File: src/common/usu_pkg.sv
// package of constants and types for the usb serial uart line option block
package usu_pkg;
  // ==========================================================
  // timing
  localparam int CLK_HZ = 100_000_000;
  localparam int REF_HZ = 3_000_000;
  localparam int MS_PER_S = 1000;
  localparam int MS_CYCLES = CLK_HZ / MS_PER_S;
  localparam int WAKE_MS = 20;
  localparam int WAKE_CYCLES = WAKE_MS * MS_CYCLES;
  localparam int ACT_PULSE_CYCLES = 4096;
  localparam int CLKOUT_STEP = 96;
  localparam int CLKOUT_MOD = 100;
  // ==========================================================
  // divisor
  localparam int DIV_INT_W = 14;
  localparam int DIV_FRAC_W = 3;
  localparam logic [DIV_INT_W-1:0] DIV_INT_RST = 14'h2710;
  localparam logic [DIV_INT_W:0] DIV_INT_MAX = 15'h4000;
  // ==========================================================
  // register byte addresses
  localparam logic [7:0] ADDR_CTRL = 8'h00;
  localparam logic [7:0] ADDR_BAUD = 8'h04;
  localparam logic [7:0] ADDR_RXTO = 8'h08;
  localparam logic [7:0] ADDR_INVERT = 8'h0c;
  localparam logic [7:0] ADDR_CONFIGURABLE_IO_LINES_FUNC = 8'h10;
  localparam logic [7:0] ADDR_CONFIGURABLE_IO_LINES_GPIO = 8'h14;
  localparam logic [7:0] ADDR_TXDATA = 8'h18;
  localparam logic [7:0] ADDR_RXDATA = 8'h1c;
  localparam logic [7:0] ADDR_STATUS = 8'h20;
  localparam logic [7:0] ADDR_BB_DIR = 8'h24;
  localparam logic [7:0] ADDR_BB_IN = 8'h28;
  localparam logic [7:0] ADDR_CHIP_ID = 8'h2c;
  // ==========================================================
  // field positions and reset values
  localparam int BAUD_FRAC_LSB = 14;
  localparam int RXDATA_VALID_BIT = 8;
  localparam int ST_TX_BUSY = 0;
  localparam int ST_RX_VALID = 1;
  localparam int ST_FLUSH = 2;
  localparam int ST_OVERRUN = 3;
  localparam int ST_MODEM_LSB = 4;
  localparam int ST_CONFIGURABLE_IO_LINES_LSB = 8;
  localparam int ST_WAKE = 12;
  localparam logic [7:0] RXTO_RST = 8'h10;
  localparam logic [7:0] RXTO_MIN = 8'h01;
  localparam logic [15:0] CONFIGURABLE_IO_LINES_FUNC_RST = 16'h5210;
  // bit positions of the eight uart lines, shared with bit-bang byte order
  localparam int LN_TXD = 0;
  localparam int LN_RXD = 1;
  localparam int LN_RTS = 2;
  localparam int LN_CTS = 3;
  localparam int LN_DTR = 4;
  localparam int LN_DSR = 5;
  localparam int LN_DCD = 6;
  localparam int LN_RI = 7;
  localparam logic [7:0] UART_OUT_MASK = 8'h15;
  localparam int NUM_CONFIGURABLE_IO_LINES = 4;
  // ==========================================================
  // types
  typedef enum logic [3:0] {
    CB_TX_DRIVER_ENABLE, CB_POWER_SWITCH_ENABLE, CB_TX_ACT, CB_RX_ACT, CB_TXRX_ACT,
    CB_SUSPEND, CB_CLOCK_OUT_48M, CB_CLOCK_OUT_24M, CB_CLOCK_OUT_12M, CB_CLOCK_OUT_6M, CB_GPIO
  } usu_configurable_io_lines_func_t;

  typedef struct packed {
    logic rts;
    logic dtr;
    logic wake_en;
    logic bleed_en;
    logic configurable_io_lines_bitbang_en;
    logic bitbang_en;
  } usu_ctrl_t;

  localparam usu_ctrl_t CTRL_RST = '{default: 1'b0};
endpackage

File: src/rtl/usu_baud_gen.sv
// fractional bit-rate tick generator from a 3 MHz reference
`timescale 1ns/1ps
`default_nettype none
module usu_baud_gen
  import usu_pkg::*;
(
  input wire logic clk,
  input wire logic rst_n,
  input wire logic restart,
  input wire logic half,
  input wire logic [DIV_INT_W-1:0] div_int,
  input wire logic [DIV_FRAC_W-1:0] div_frac,
  output logic tick
);
  // ==========================================================
  // 3 mhz reference from the system clock
  localparam logic [6:0] REF_STEP = 7'(REF_HZ / 1_000_000);
  localparam logic [6:0] REF_MOD = 7'(CLK_HZ / 1_000_000);
  logic [6:0] ref_acc_ff;
  logic ref_tick;
  logic [6:0] ref_sum;

  assign ref_sum = ref_acc_ff + REF_STEP;
  assign ref_tick = (ref_sum >= REF_MOD);

  always_ff @(posedge clk or negedge rst_n) begin
    if (!rst_n) begin
      ref_acc_ff <= 7'h00;
    end else if (restart) begin
      ref_acc_ff <= 7'h00;
    end else if (ref_tick) begin
      ref_acc_ff <= ref_sum - REF_MOD;
    end else begin
      ref_acc_ff <= ref_sum;
    end
  end

  // ==========================================================
  // divisor in eighths of a reference period
  logic [DIV_INT_W:0] n_eff;
  logic [DIV_FRAC_W-1:0] x_eff;
  logic [18:0] div8;
  logic [18:0] acc_ff;
  logic [18:0] acc_sum;

  // a zero integer field stands for 16384, the top of the range
  assign n_eff = (div_int == '0) ? DIV_INT_MAX : {1'b0, div_int};
  // fractions are dropped at divisor 1 and at the 16384 limit
  assign x_eff = (n_eff == 15'h0001 || n_eff == DIV_INT_MAX) ? '0 : div_frac;
  assign div8 = {1'b0, n_eff, 3'h0} + {16'h0000, x_eff};
  assign acc_sum = acc_ff + 19'h00008;

  // the remainder carries into the next bit, so bit lengths alternate
  // between n and n+1 reference periods and average to n + x/8
  always_ff @(posedge clk or negedge rst_n) begin
    if (!rst_n) begin
      acc_ff <= 19'h00000;
      tick <= 1'b0;
    end else if (restart) begin
      acc_ff <= half ? (div8 >> 1) : 19'h00000;
      tick <= 1'b0;
    end else if (ref_tick && acc_sum >= div8) begin
      acc_ff <= acc_sum - div8;
      tick <= 1'b1;
    end else begin
      acc_ff <= ref_tick ? acc_sum : acc_ff;
      tick <= 1'b0;
    end
  end
endmodule
`default_nettype wire

File: src/rtl/usu_uart_top.sv
// uart line side of a usb serial bridge with apb register access
`timescale 1ns/1ps
`default_nettype none
module usu_uart_top
  import usu_pkg::*;
#(
  parameter int MS_CYC = MS_CYCLES,
  parameter int WAKE_CYC = WAKE_CYCLES,
  parameter logic [31:0] CHIP_ID = 32'h5a3c_0001 // arbitrary value
)(
  input wire logic clk,
  input wire logic rst_n,
  input wire logic ext_reset_n,
  input wire logic psel,
  input wire logic penable,
  input wire logic pwrite,
  input wire logic [7:0] paddr,
  input wire logic [31:0] pwdata,
  output logic [31:0] prdata,
  output logic pready,
  output logic pslverr,
  input wire logic [7:0] uart_line_in,
  output logic [7:0] uart_line_out,
  output logic [7:0] uart_line_oe_n,
  output logic uart_bleed_pulldown,
  input wire logic [NUM_CONFIGURABLE_IO_LINES-1:0] configurable_io_lines_in,
  output logic [NUM_CONFIGURABLE_IO_LINES-1:0] configurable_io_lines_out,
  output logic [NUM_CONFIGURABLE_IO_LINES-1:0] configurable_io_lines_oe_n,
  input wire logic usb_configured,
  input wire logic usb_suspend,
  output logic usb_resume_req,
  output logic rx_flush,
  output logic power_switch_enable_n
);
  // ==========================================================
  // external reset and pin synchronisers
  logic [1:0] ext_rst_sync_ff;
  logic soft_rst;
  logic [7:0] line_meta_ff;
  logic [7:0] line_sync_ff;
  logic [NUM_CONFIGURABLE_IO_LINES-1:0] configurable_io_lines_meta_ff;
  logic [NUM_CONFIGURABLE_IO_LINES-1:0] configurable_io_lines_sync_ff;

  always_ff @(posedge clk or negedge rst_n) begin
    if (!rst_n) begin
      ext_rst_sync_ff <= 2'h3;
    end else begin
      ext_rst_sync_ff <= {ext_rst_sync_ff[0], ext_reset_n};
    end
  end
  assign soft_rst = !ext_rst_sync_ff[1];

  always_ff @(posedge clk or negedge rst_n) begin
    if (!rst_n) begin
      line_meta_ff <= 8'hff;
      line_sync_ff <= 8'hff;
      configurable_io_lines_meta_ff <= '0;
      configurable_io_lines_sync_ff <= '0;
    end else begin
      line_meta_ff <= uart_line_in;
      line_sync_ff <= line_meta_ff;
      configurable_io_lines_meta_ff <= configurable_io_lines_in;
      configurable_io_lines_sync_ff <= configurable_io_lines_meta_ff;
    end
  end

  // ==========================================================
  // register file
  usu_ctrl_t ctrl_ff;
  logic [DIV_INT_W-1:0] div_int_ff;
  logic [DIV_FRAC_W-1:0] div_frac_ff;
  logic [7:0] rxto_ff;
  logic [7:0] invert_ff;
  logic [15:0] configurable_io_lines_func_ff;
  logic [NUM_CONFIGURABLE_IO_LINES-1:0] gpio_out_ff;
  logic [NUM_CONFIGURABLE_IO_LINES-1:0] gpio_dir_ff;
  logic [7:0] bb_dir_ff;
  logic wr_en;
  logic rd_en;
  logic addr_ok;
  logic tx_busy_ff;
  logic [7:0] rx_data_ff;
  logic rx_valid_ff;
  logic flush_ff;
  logic overrun_ff;
  logic wake_ff;
  logic [7:0] line_log;

  assign wr_en = psel && penable && pwrite;
  assign rd_en = psel && penable && !pwrite;
  assign pready = 1'b1;

  always_comb begin
    unique case (paddr)
      ADDR_CTRL, ADDR_BAUD, ADDR_RXTO, ADDR_INVERT, ADDR_CONFIGURABLE_IO_LINES_FUNC, ADDR_CONFIGURABLE_IO_LINES_GPIO,
      ADDR_TXDATA, ADDR_RXDATA, ADDR_STATUS, ADDR_BB_DIR, ADDR_BB_IN, ADDR_CHIP_ID: addr_ok = 1'b1;
      default: addr_ok = 1'b0;
    endcase
  end
  assign pslverr = psel && penable && !addr_ok;

  always_ff @(posedge clk or negedge rst_n) begin
    if (!rst_n) begin
      ctrl_ff <= CTRL_RST;
      div_int_ff <= DIV_INT_RST;
      div_frac_ff <= '0;
      rxto_ff <= RXTO_RST;
      invert_ff <= 8'h00;
      configurable_io_lines_func_ff <= CONFIGURABLE_IO_LINES_FUNC_RST;
      gpio_out_ff <= '0;
      gpio_dir_ff <= '0;
      bb_dir_ff <= 8'h00;
    end else if (soft_rst) begin
      ctrl_ff <= CTRL_RST;
      div_int_ff <= DIV_INT_RST;
      div_frac_ff <= '0;
      rxto_ff <= RXTO_RST;
      invert_ff <= 8'h00;
      configurable_io_lines_func_ff <= CONFIGURABLE_IO_LINES_FUNC_RST;
      gpio_out_ff <= '0;
      gpio_dir_ff <= '0;
      bb_dir_ff <= 8'h00;
    end else if (wr_en) begin
      unique case (paddr)
        ADDR_CTRL: ctrl_ff <= usu_ctrl_t'(pwdata[5:0]);
        ADDR_BAUD: begin
          div_int_ff <= pwdata[DIV_INT_W-1:0];
          div_frac_ff <= pwdata[BAUD_FRAC_LSB +: DIV_FRAC_W];
        end
        // zero is out of range and is taken as the shortest timeout
        ADDR_RXTO: rxto_ff <= (pwdata[7:0] == 8'h00) ? RXTO_MIN : pwdata[7:0];
        ADDR_INVERT: invert_ff <= pwdata[7:0];
        ADDR_CONFIGURABLE_IO_LINES_FUNC: configurable_io_lines_func_ff <= pwdata[15:0];
        ADDR_CONFIGURABLE_IO_LINES_GPIO: begin
          gpio_out_ff <= pwdata[NUM_CONFIGURABLE_IO_LINES-1:0];
          gpio_dir_ff <= pwdata[2*NUM_CONFIGURABLE_IO_LINES-1:NUM_CONFIGURABLE_IO_LINES];
        end
        ADDR_BB_DIR: bb_dir_ff <= pwdata[7:0];
        default: ;
      endcase
    end
  end

  always_comb begin
    prdata = 32'h0000_0000;
    if (rd_en) begin
      unique case (paddr)
        ADDR_CTRL: prdata = {26'h0000000, ctrl_ff};
        ADDR_BAUD: prdata = {15'h0000, div_frac_ff, div_int_ff};
        ADDR_RXTO: prdata = {24'h000000, rxto_ff};
        ADDR_INVERT: prdata = {24'h000000, invert_ff};
        ADDR_CONFIGURABLE_IO_LINES_FUNC: prdata = {16'h0000, configurable_io_lines_func_ff};
        ADDR_CONFIGURABLE_IO_LINES_GPIO: prdata = {24'h000000, gpio_dir_ff, gpio_out_ff};
        ADDR_RXDATA: prdata = {23'h000000, rx_valid_ff, rx_data_ff};
        ADDR_STATUS: prdata = {19'h00000, wake_ff, configurable_io_lines_sync_ff, line_log[LN_RI], line_log[LN_DCD],
                               line_log[LN_DSR], line_log[LN_CTS], overrun_ff, flush_ff, rx_valid_ff,
                               tx_busy_ff};
        ADDR_BB_IN: prdata = {24'h000000, line_sync_ff};
        ADDR_CHIP_ID: prdata = CHIP_ID;
        default: prdata = 32'h0000_0000;
      endcase
    end
  end

  // ==========================================================
  // bit-rate ticks
  logic tx_restart;
  logic tx_tick;
  logic rx_restart;
  logic rx_tick;

  usu_baud_gen u_tx_baud (
    .clk(clk),
    .rst_n(rst_n),
    .restart(tx_restart),
    .half(1'b0),
    .div_int(div_int_ff),
    .div_frac(div_frac_ff),
    .tick(tx_tick)
  );

  usu_baud_gen u_rx_baud (
    .clk(clk),
    .rst_n(rst_n),
    .restart(rx_restart),
    .half(1'b1),
    .div_int(div_int_ff),
    .div_frac(div_frac_ff),
    .tick(rx_tick)
  );

  // ==========================================================
  // transmitter and bit-bang output port
  typedef enum logic [1:0] {TX_IDLE, TX_START, TX_DATA, TX_STOP} usu_tx_state_t;
  usu_tx_state_t tx_state_ff;
  logic [7:0] tx_shift_ff;
  logic [2:0] tx_cnt_ff;
  logic tx_bit_ff;
  logic [7:0] bb_out_ff;
  logic [7:0] bb_pend_ff;
  logic tx_load;

  assign line_log = line_sync_ff ^ invert_ff;
  // writes while busy are dropped; software polls the busy flag
  assign tx_load = wr_en && paddr == ADDR_TXDATA && !tx_busy_ff;
  assign tx_restart = tx_load;

  always_ff @(posedge clk or negedge rst_n) begin
    if (!rst_n) begin
      tx_state_ff <= TX_IDLE;
      tx_shift_ff <= 8'h00;
      tx_cnt_ff <= 3'h0;
      tx_bit_ff <= 1'b1;
      tx_busy_ff <= 1'b0;
      bb_out_ff <= 8'h00;
      bb_pend_ff <= 8'h00;
    end else if (soft_rst) begin
      tx_state_ff <= TX_IDLE;
      tx_bit_ff <= 1'b1;
      tx_busy_ff <= 1'b0;
      bb_out_ff <= 8'h00;
    end else if (ctrl_ff.bitbang_en) begin
      tx_state_ff <= TX_IDLE;
      tx_bit_ff <= 1'b1;
      if (tx_load) begin
        bb_pend_ff <= pwdata[7:0];
        tx_busy_ff <= 1'b1;
      end else if (tx_busy_ff && tx_tick) begin
        bb_out_ff <= bb_pend_ff;
        tx_busy_ff <= 1'b0;
      end
    end else begin
      unique case (tx_state_ff)
        TX_IDLE: begin
          tx_bit_ff <= 1'b1;
          if (tx_load) begin
            tx_shift_ff <= pwdata[7:0];
            tx_busy_ff <= 1'b1;
            tx_bit_ff <= 1'b0;
            tx_state_ff <= TX_START;
          end
        end
        TX_START: if (tx_tick) begin
          tx_bit_ff <= tx_shift_ff[0];
          tx_cnt_ff <= 3'h0;
          tx_state_ff <= TX_DATA;
        end
        TX_DATA: if (tx_tick) begin
          if (tx_cnt_ff == 3'h7) begin
            tx_bit_ff <= 1'b1;
            tx_state_ff <= TX_STOP;
          end else begin
            tx_bit_ff <= tx_shift_ff[3'(tx_cnt_ff + 3'h1)];
            tx_cnt_ff <= tx_cnt_ff + 3'h1;
          end
        end
        TX_STOP: if (tx_tick) begin
          tx_busy_ff <= 1'b0;
          tx_state_ff <= TX_IDLE;
        end
      endcase
    end
  end

  // ==========================================================
  // receiver
  typedef enum logic [1:0] {RX_IDLE, RX_START, RX_DATA, RX_STOP} usu_rx_state_t;
  usu_rx_state_t rx_state_ff;
  logic [7:0] rx_shift_ff;
  logic [2:0] rx_cnt_ff;
  logic rx_done;
  logic rx_rd;
  logic flush_evt;
  logic st_wr;

  assign rx_restart = rx_state_ff == RX_IDLE && !line_log[LN_RXD] && !ctrl_ff.bitbang_en;
  assign rx_done = rx_state_ff == RX_STOP && rx_tick && line_log[LN_RXD];
  assign rx_rd = rd_en && paddr == ADDR_RXDATA;
  assign st_wr = wr_en && paddr == ADDR_STATUS;

  always_ff @(posedge clk or negedge rst_n) begin
    if (!rst_n) begin
      rx_state_ff <= RX_IDLE;
      rx_shift_ff <= 8'h00;
      rx_cnt_ff <= 3'h0;
    end else if (soft_rst || ctrl_ff.bitbang_en) begin
      rx_state_ff <= RX_IDLE;
    end else begin
      unique case (rx_state_ff)
        RX_IDLE: if (rx_restart) rx_state_ff <= RX_START;
        // a start bit that is gone at mid-bit is taken as a glitch
        RX_START: if (rx_tick) begin
          rx_state_ff <= line_log[LN_RXD] ? RX_IDLE : RX_DATA;
          rx_cnt_ff <= 3'h0;
        end
        RX_DATA: if (rx_tick) begin
          rx_shift_ff <= {line_log[LN_RXD], rx_shift_ff[7:1]};
          rx_cnt_ff <= rx_cnt_ff + 3'h1;
          if (rx_cnt_ff == 3'h7) rx_state_ff <= RX_STOP;
        end
        RX_STOP: if (rx_tick) rx_state_ff <= RX_IDLE;
      endcase
    end
  end

  // new data wins over a read in the same cycle; sticky flags set wins over clear
  always_ff @(posedge clk or negedge rst_n) begin
    if (!rst_n) begin
      rx_data_ff <= 8'h00;
      rx_valid_ff <= 1'b0;
      overrun_ff <= 1'b0;
      flush_ff <= 1'b0;
    end else if (soft_rst) begin
      rx_valid_ff <= 1'b0;
      overrun_ff <= 1'b0;
      flush_ff <= 1'b0;
    end else begin
      if (rx_done) begin
        rx_data_ff <= rx_shift_ff;
        rx_valid_ff <= 1'b1;
      end else if (rx_rd) begin
        rx_valid_ff <= 1'b0;
      end
      overrun_ff <= (rx_done && rx_valid_ff && !rx_rd) || (overrun_ff && !(st_wr && pwdata[ST_OVERRUN]));
      flush_ff <= flush_evt || (flush_ff && !(st_wr && pwdata[ST_FLUSH]));
    end
  end

  // ==========================================================
  // millisecond base and receive flush timeout
  logic [$clog2(MS_CYC)-1:0] ms_cnt_ff;
  logic ms_tick;
  logic [7:0] idle_ms_ff;

  assign ms_tick = ms_cnt_ff == ($clog2(MS_CYC))'(MS_CYC - 1);
  assign flush_evt = rx_valid_ff && ms_tick && idle_ms_ff == rxto_ff - 8'h01 && !rx_done;

  always_ff @(posedge clk or negedge rst_n) begin
    if (!rst_n) begin
      ms_cnt_ff <= '0;
      idle_ms_ff <= 8'h00;
      rx_flush <= 1'b0;
    end else begin
      ms_cnt_ff <= ms_tick ? '0 : ms_cnt_ff + 1'b1;
      rx_flush <= flush_evt;
      if (rx_done || !rx_valid_ff || flush_evt) begin
        idle_ms_ff <= 8'h00;
      end else if (ms_tick) begin
        idle_ms_ff <= idle_ms_ff + 8'h01;
      end
    end
  end

  // ==========================================================
  // ring indicator wakeup and power switch
  logic [$clog2(WAKE_CYC+1)-1:0] ri_cnt_ff;
  logic ri_fire;

  assign ri_fire = ri_cnt_ff == ($clog2(WAKE_CYC+1))'(WAKE_CYC);

  always_ff @(posedge clk or negedge rst_n) begin
    if (!rst_n) begin
      ri_cnt_ff <= '0;
      usb_resume_req <= 1'b0;
      wake_ff <= 1'b0;
      power_switch_enable_n <= 1'b1;
    end else begin
      // counting stops at the limit so a long low requests resume once
      if (!(ctrl_ff.wake_en && usb_suspend && line_log[LN_RI] == 1'b0) || soft_rst) begin
        ri_cnt_ff <= '0;
      end else if (!ri_fire) begin
        ri_cnt_ff <= ri_cnt_ff + 1'b1;
      end
      usb_resume_req <= ri_cnt_ff == ($clog2(WAKE_CYC+1))'(WAKE_CYC - 1);
      wake_ff <= usb_resume_req || (wake_ff && !(st_wr && pwdata[ST_WAKE]));
      power_switch_enable_n <= !(usb_configured && !usb_suspend);
    end
  end
  assign uart_bleed_pulldown = ctrl_ff.bleed_en && power_switch_enable_n;

  // ==========================================================
  // uart pin drive
  logic [7:0] uart_log_out;

  always_comb begin
    uart_log_out = 8'h00;
    uart_log_out[LN_TXD] = tx_bit_ff;
    uart_log_out[LN_RTS] = !ctrl_ff.rts;
    uart_log_out[LN_DTR] = !ctrl_ff.dtr;
  end

  always_comb begin
    if (ctrl_ff.bitbang_en) begin
      uart_line_out = bb_out_ff;
      uart_line_oe_n = ~bb_dir_ff;
    end else begin
      uart_line_out = (uart_log_out ^ invert_ff) & UART_OUT_MASK;
      uart_line_oe_n = ~UART_OUT_MASK;
    end
  end

  // ==========================================================
  // configurable lines
  logic [6:0] ck_acc_ff;
  logic [3:0] ck_div_ff;
  logic [$clog2(ACT_PULSE_CYCLES)-1:0] tx_act_ff;
  logic [$clog2(ACT_PULSE_CYCLES)-1:0] rx_act_ff;
  logic tx_act_on;
  logic rx_act_on;

  // jittered clock outputs: the system clock is no multiple of 48 mhz
  always_ff @(posedge clk or negedge rst_n) begin
    if (!rst_n) begin
      ck_acc_ff <= 7'h00;
      ck_div_ff <= 4'h0;
      tx_act_ff <= '0;
      rx_act_ff <= '0;
    end else begin
      // one extra bit so the sum cannot wrap before the compare
      if ({1'b0, ck_acc_ff} + 8'(CLKOUT_STEP) >= 8'(CLKOUT_MOD)) begin
        ck_acc_ff <= 7'(ck_acc_ff + 7'(CLKOUT_STEP) - 7'(CLKOUT_MOD));
        ck_div_ff <= ck_div_ff + 4'h1;
      end else begin
        ck_acc_ff <= ck_acc_ff + 7'(CLKOUT_STEP);
      end
      tx_act_ff <= tx_load ? '1 : (tx_act_on ? tx_act_ff - 1'b1 : tx_act_ff);
      rx_act_ff <= rx_done ? '1 : (rx_act_on ? rx_act_ff - 1'b1 : rx_act_ff);
    end
  end
  assign tx_act_on = tx_act_ff != '0;
  assign rx_act_on = rx_act_ff != '0;

  always_comb begin
    for (int i = 0; i < NUM_CONFIGURABLE_IO_LINES; i++) begin
      configurable_io_lines_oe_n[i] = 1'b0;
      unique case (usu_configurable_io_lines_func_t'(configurable_io_lines_func_ff[4*i +: 4]))
        CB_TX_DRIVER_ENABLE: configurable_io_lines_out[i] = tx_busy_ff && !ctrl_ff.bitbang_en;
        CB_POWER_SWITCH_ENABLE: configurable_io_lines_out[i] = power_switch_enable_n;
        CB_TX_ACT: configurable_io_lines_out[i] = !tx_act_on;
        CB_RX_ACT: configurable_io_lines_out[i] = !rx_act_on;
        CB_TXRX_ACT: configurable_io_lines_out[i] = !(tx_act_on || rx_act_on);
        CB_SUSPEND: configurable_io_lines_out[i] = !usb_suspend;
        CB_CLOCK_OUT_48M: configurable_io_lines_out[i] = ck_div_ff[0];
        CB_CLOCK_OUT_24M: configurable_io_lines_out[i] = ck_div_ff[1];
        CB_CLOCK_OUT_12M: configurable_io_lines_out[i] = ck_div_ff[2];
        CB_CLOCK_OUT_6M: configurable_io_lines_out[i] = ck_div_ff[3];
        CB_GPIO: begin
          configurable_io_lines_out[i] = ctrl_ff.configurable_io_lines_bitbang_en && gpio_out_ff[i];
          configurable_io_lines_oe_n[i] = !(ctrl_ff.configurable_io_lines_bitbang_en && gpio_dir_ff[i]);
        end
        default: begin
          configurable_io_lines_out[i] = 1'b0;
          configurable_io_lines_oe_n[i] = 1'b1;
        end
      endcase
    end
  end
endmodule
`default_nettype wire

File: config.mk
export PLATFORM = sky130hd
export DESIGN_NAME = usu_uart_top
export DESIGN_NICKNAME = d
export VERILOG_FILES = /design/src/common/usu_pkg.sv /design/src/rtl/usu_baud_gen.sv /design/src/rtl/usu_uart_top.sv
export SDC_FILE = /design/constraint.sdc
export NUM_CORES = 1
export LEC_CHECK = 0
export BUFFER_PORTS_ARGS = -buffer_cell sky130_fd_sc_hd__buf_2
export CAP_MARGIN = 20
export CELL_PAD_IN_SITES_DETAIL_PLACEMENT = 1
export CELL_PAD_IN_SITES_GLOBAL_PLACEMENT = 2
export CORE_MARGIN = 1
export CORE_UTILIZATION = 42
export DETAILED_ROUTE_END_ITERATION = 16
export GPL_TIMING_DRIVEN = 0
export PLACE_DENSITY = 0.95
export RECOVER_POWER = 25
export SYNTH_ARGS = -nofsm -noshare
export SYNTH_HDL_FRONTEND = slang
export SYNTH_SLANG_ARGS = --single-unit
File: constraint.sdc
create_clock -name clk -period 7.79 [get_ports clk]
set_input_delay 0.779 -clock clk [delete_from_list [all_inputs] [get_ports clk]]
set_output_delay 0.779 -clock clk [all_outputs]
set_load 0.02 [all_outputs]
==> impl_metrics.ini <==
[die]
die_w_um = 204
ioPinCount = 122
dieArea_mm2 = 0.0415
initial_utilization = 0.429
core-area_mm2 = 0.0399
fp.dieH_um = 204
num_rows = 73

[placed_design]
gp_congestion = 0.945
post-place-cells = 2501
dp_hpwl_um = 40000
io_buffers = 92

[critical_path]
end_kind = async pin
cp.arrival_ps = 4300
slowest_delay_ps = 3420
start_kind = input pin
slowest_stage = clkbuf_1
critPathBufInv = 1
cp_cell_sequence = clkbuf_1
cp_max_fo = 86
critPathKind = input pin to async pin
cp.required_ps = 7260
cp_top_family = buffers and inverters

[routing]
drc = 0
vias = 15100
via_per_inst = 5.89
antenna_left = 0
wl_um = 54800
drtPass1Iterations = 6
wire_per_inst_um = 21.3
drtIter0Drc = 1094

[timing]
rsz0062_at_grt = false
skew_ps = 23.0
slew_violations = 86
max_freq_ghz = 0.207
hold_viol = 0
fin_tns_setup_ps = 0
period_needed_ps = 4830
finalHoldWorstSlack_ps = 309
worst_pin_slew_ps = 4990
slew_headroom = -2.33
setup_violations = 0
min_period_over_period = 0.621

[global_route]
grt_antenna_before_repair = 1
grt_pass1_vias = 16000
grt_pass1_wl_um = 88300
grt_max_degree = 119
grt_util_all_layers = 0.271
gr-total-overflow = 0

[yosys]
yosysSeqAreaShare = 0.425
synth_common_cells = nand2_1 (272), dfrtp_1 (259), nor2_1 (140)
yosysTopAreaCellShare = 0.379
synth_edf_count = 0
yosys-top-cells-area = dfrtp_1 (38%), nand2_1 (6.0%), ha_1 (5.2%)
synth_top_area_cell = dfrtp_1
synth_top_flop_cell = dfrtp_1
syn_avg_cell_area_um2 = 9.12
ys_warn_count = 0
synthDistinctLibCells = 83
asyncSetResetFlopFracSynth = 1.00
synth.most_common_cell = nand2_1
syn_inst = 1876
syn-cell-area_mm2 = 0.0171
synth-seq-cells = 289

[cells_and_area]
fill_cells = 4600
layout.nets = 2146
drive_gt1_frac = 0.131
area_growth_pct = 13.8
seq_area_mm2 = 0.00727
utilization = 0.488
multi_input_area_mm2 = 0.00916
finalNonFillerCells = 2566

[clock_tree]
clkTransAtPathRegs_ps = 60
post_cts_buffers = 0
ctsHoldBuffers = 0
clkLatencyLatePin_ps = 560
htreeDepth = 2
cts_tree = done
clockBufferDepth = 3
clockRootBuffer = clkbuf_16
post_cts_resized = 0
cts_inserted_buffers = 35
cts_sinks = 289

[power]
peakVddDrop_mv = 0.157
p_leak_uw = 0.00843
power_density_mw_per_mm2 = 291

[worst_hold_path]
hold_class = input pin to flip-flop

[run]
cap_viol_max_count = 1

[outcome]
violations = capacitance limit, slew limit
outcome = complete, but fails checks
-- kinds of logic after synthesis --
kind of cell,Yosys count,synth area share
buffers and inverters,163,0.0406
flip-flops,289,0.425
other,2,0.000439
XOR/XNOR,145,0.0742
multiplexers,72,0.0463
AO/OA/AOI/OAI,408,0.160
adder cells (fa/ha/maj),73,0.0543
AND/OR/NAND/NOR,724,0.199
-- registers in the layout, summed over array words and instances (netlist names), 12 cells and up --
| register | cells |
|---|---|
| tx_act_ff | 12 |
| configurable_io_lines_func_ff | 16 |
| u_tx_baud.acc_ff | 19 |
| div_int_ff | 14 |
| rx_act_ff | 12 |
| ms_cnt_ff | 17 |
| ri_cnt_ff | 21 |
| u_rx_baud.acc_ff | 19 |
-- per-stage QoR --
stage / setup slack [ps] / total power, µW / cell area [µm²]
2_1_floorplan: 3890 / 3430 / 17100
3_3_place_gp: 410 / 3880 / 18200
3_5_place_dp: 3280 / 4000 / 18300
4_1_cts: 3200 / 5710 / 19500
5_1_grt: 1830 / 6060 / 19500
6_report: 2960 / 5670 / 19500
-- layout by cell type (no fill, tap or decap), types with 64 or more instances in the layout --
cell type,Yosys,routed
a21oi_1,78,78
nand2_1,272,272
dfrtp_1,259,259
nor2_1,140,140
o21ai_0,77,77
buf_2,8,98
clkbuf_1,76,82
ha_1,71,71
xnor2_1,84,84
a21boi_0,64,64
nand3_1,103,103
-- layer usage --
| metal | share of wire | vias up | global-route usage |
|---|---|---|---|
| li1 | - | 6873 | - |
| met1 | 0.41 | 7631 | 0.343 |
| met2 | 0.48 | 470 | 0.454 |
| met3 | 0.058 | 144 | 0.0482 |
| met4 | 0.043 | 0 | 0.111 |
| met5 | 0 | - | 0 |
-- final timing paths --
kind	start	to	slack (ps)	depth (start not counted)
max	rst_n	tx_cnt_ff[1]$_DFFE_PN0P_	2960	1
min	ext_reset_n	ext_rst_sync_ff[0]$_DFF_PN1_	310	1
max reg2reg	div_int_ff[1]$_DFFE_PN0P_	u_rx_baud.acc_ff[3]$_DFFE_PN0N_	3050	16
min reg2reg	configurable_io_lines_meta_ff[2]$_DFF_PN0_	configurable_io_lines_sync_ff[2]$_DFF_PN0_	350	0
max in group clk	div_int_ff[1]$_DFFE_PN0P_	u_rx_baud.acc_ff[3]$_DFFE_PN0N_	3050	16
min in group asynchronous	rst_n	ck_acc_ff[5]$_DFF_PN0_	2030	1
-- report_power, final --
group	switching, µW	leakage [µW]	internal, µW
clock network	687	0.000578	975
registers	148	0.00373	1670
logic	1330	0.00412	861
total	2160	0.00843	3510
-- final cells by class --
type	count	area share
multi-input cells	1430	0.471
flip-flops and latches	289	0.374
clock buffers	46	0.0513
well taps	525	0.0338
repair buffers	94	0.0264
plain buffers	106	0.0247
inverters	57	0.0110
clock inverters	18	0.00823
diodes	1	0.000129
No activity file was read; power rests on OpenSTA's default activity.
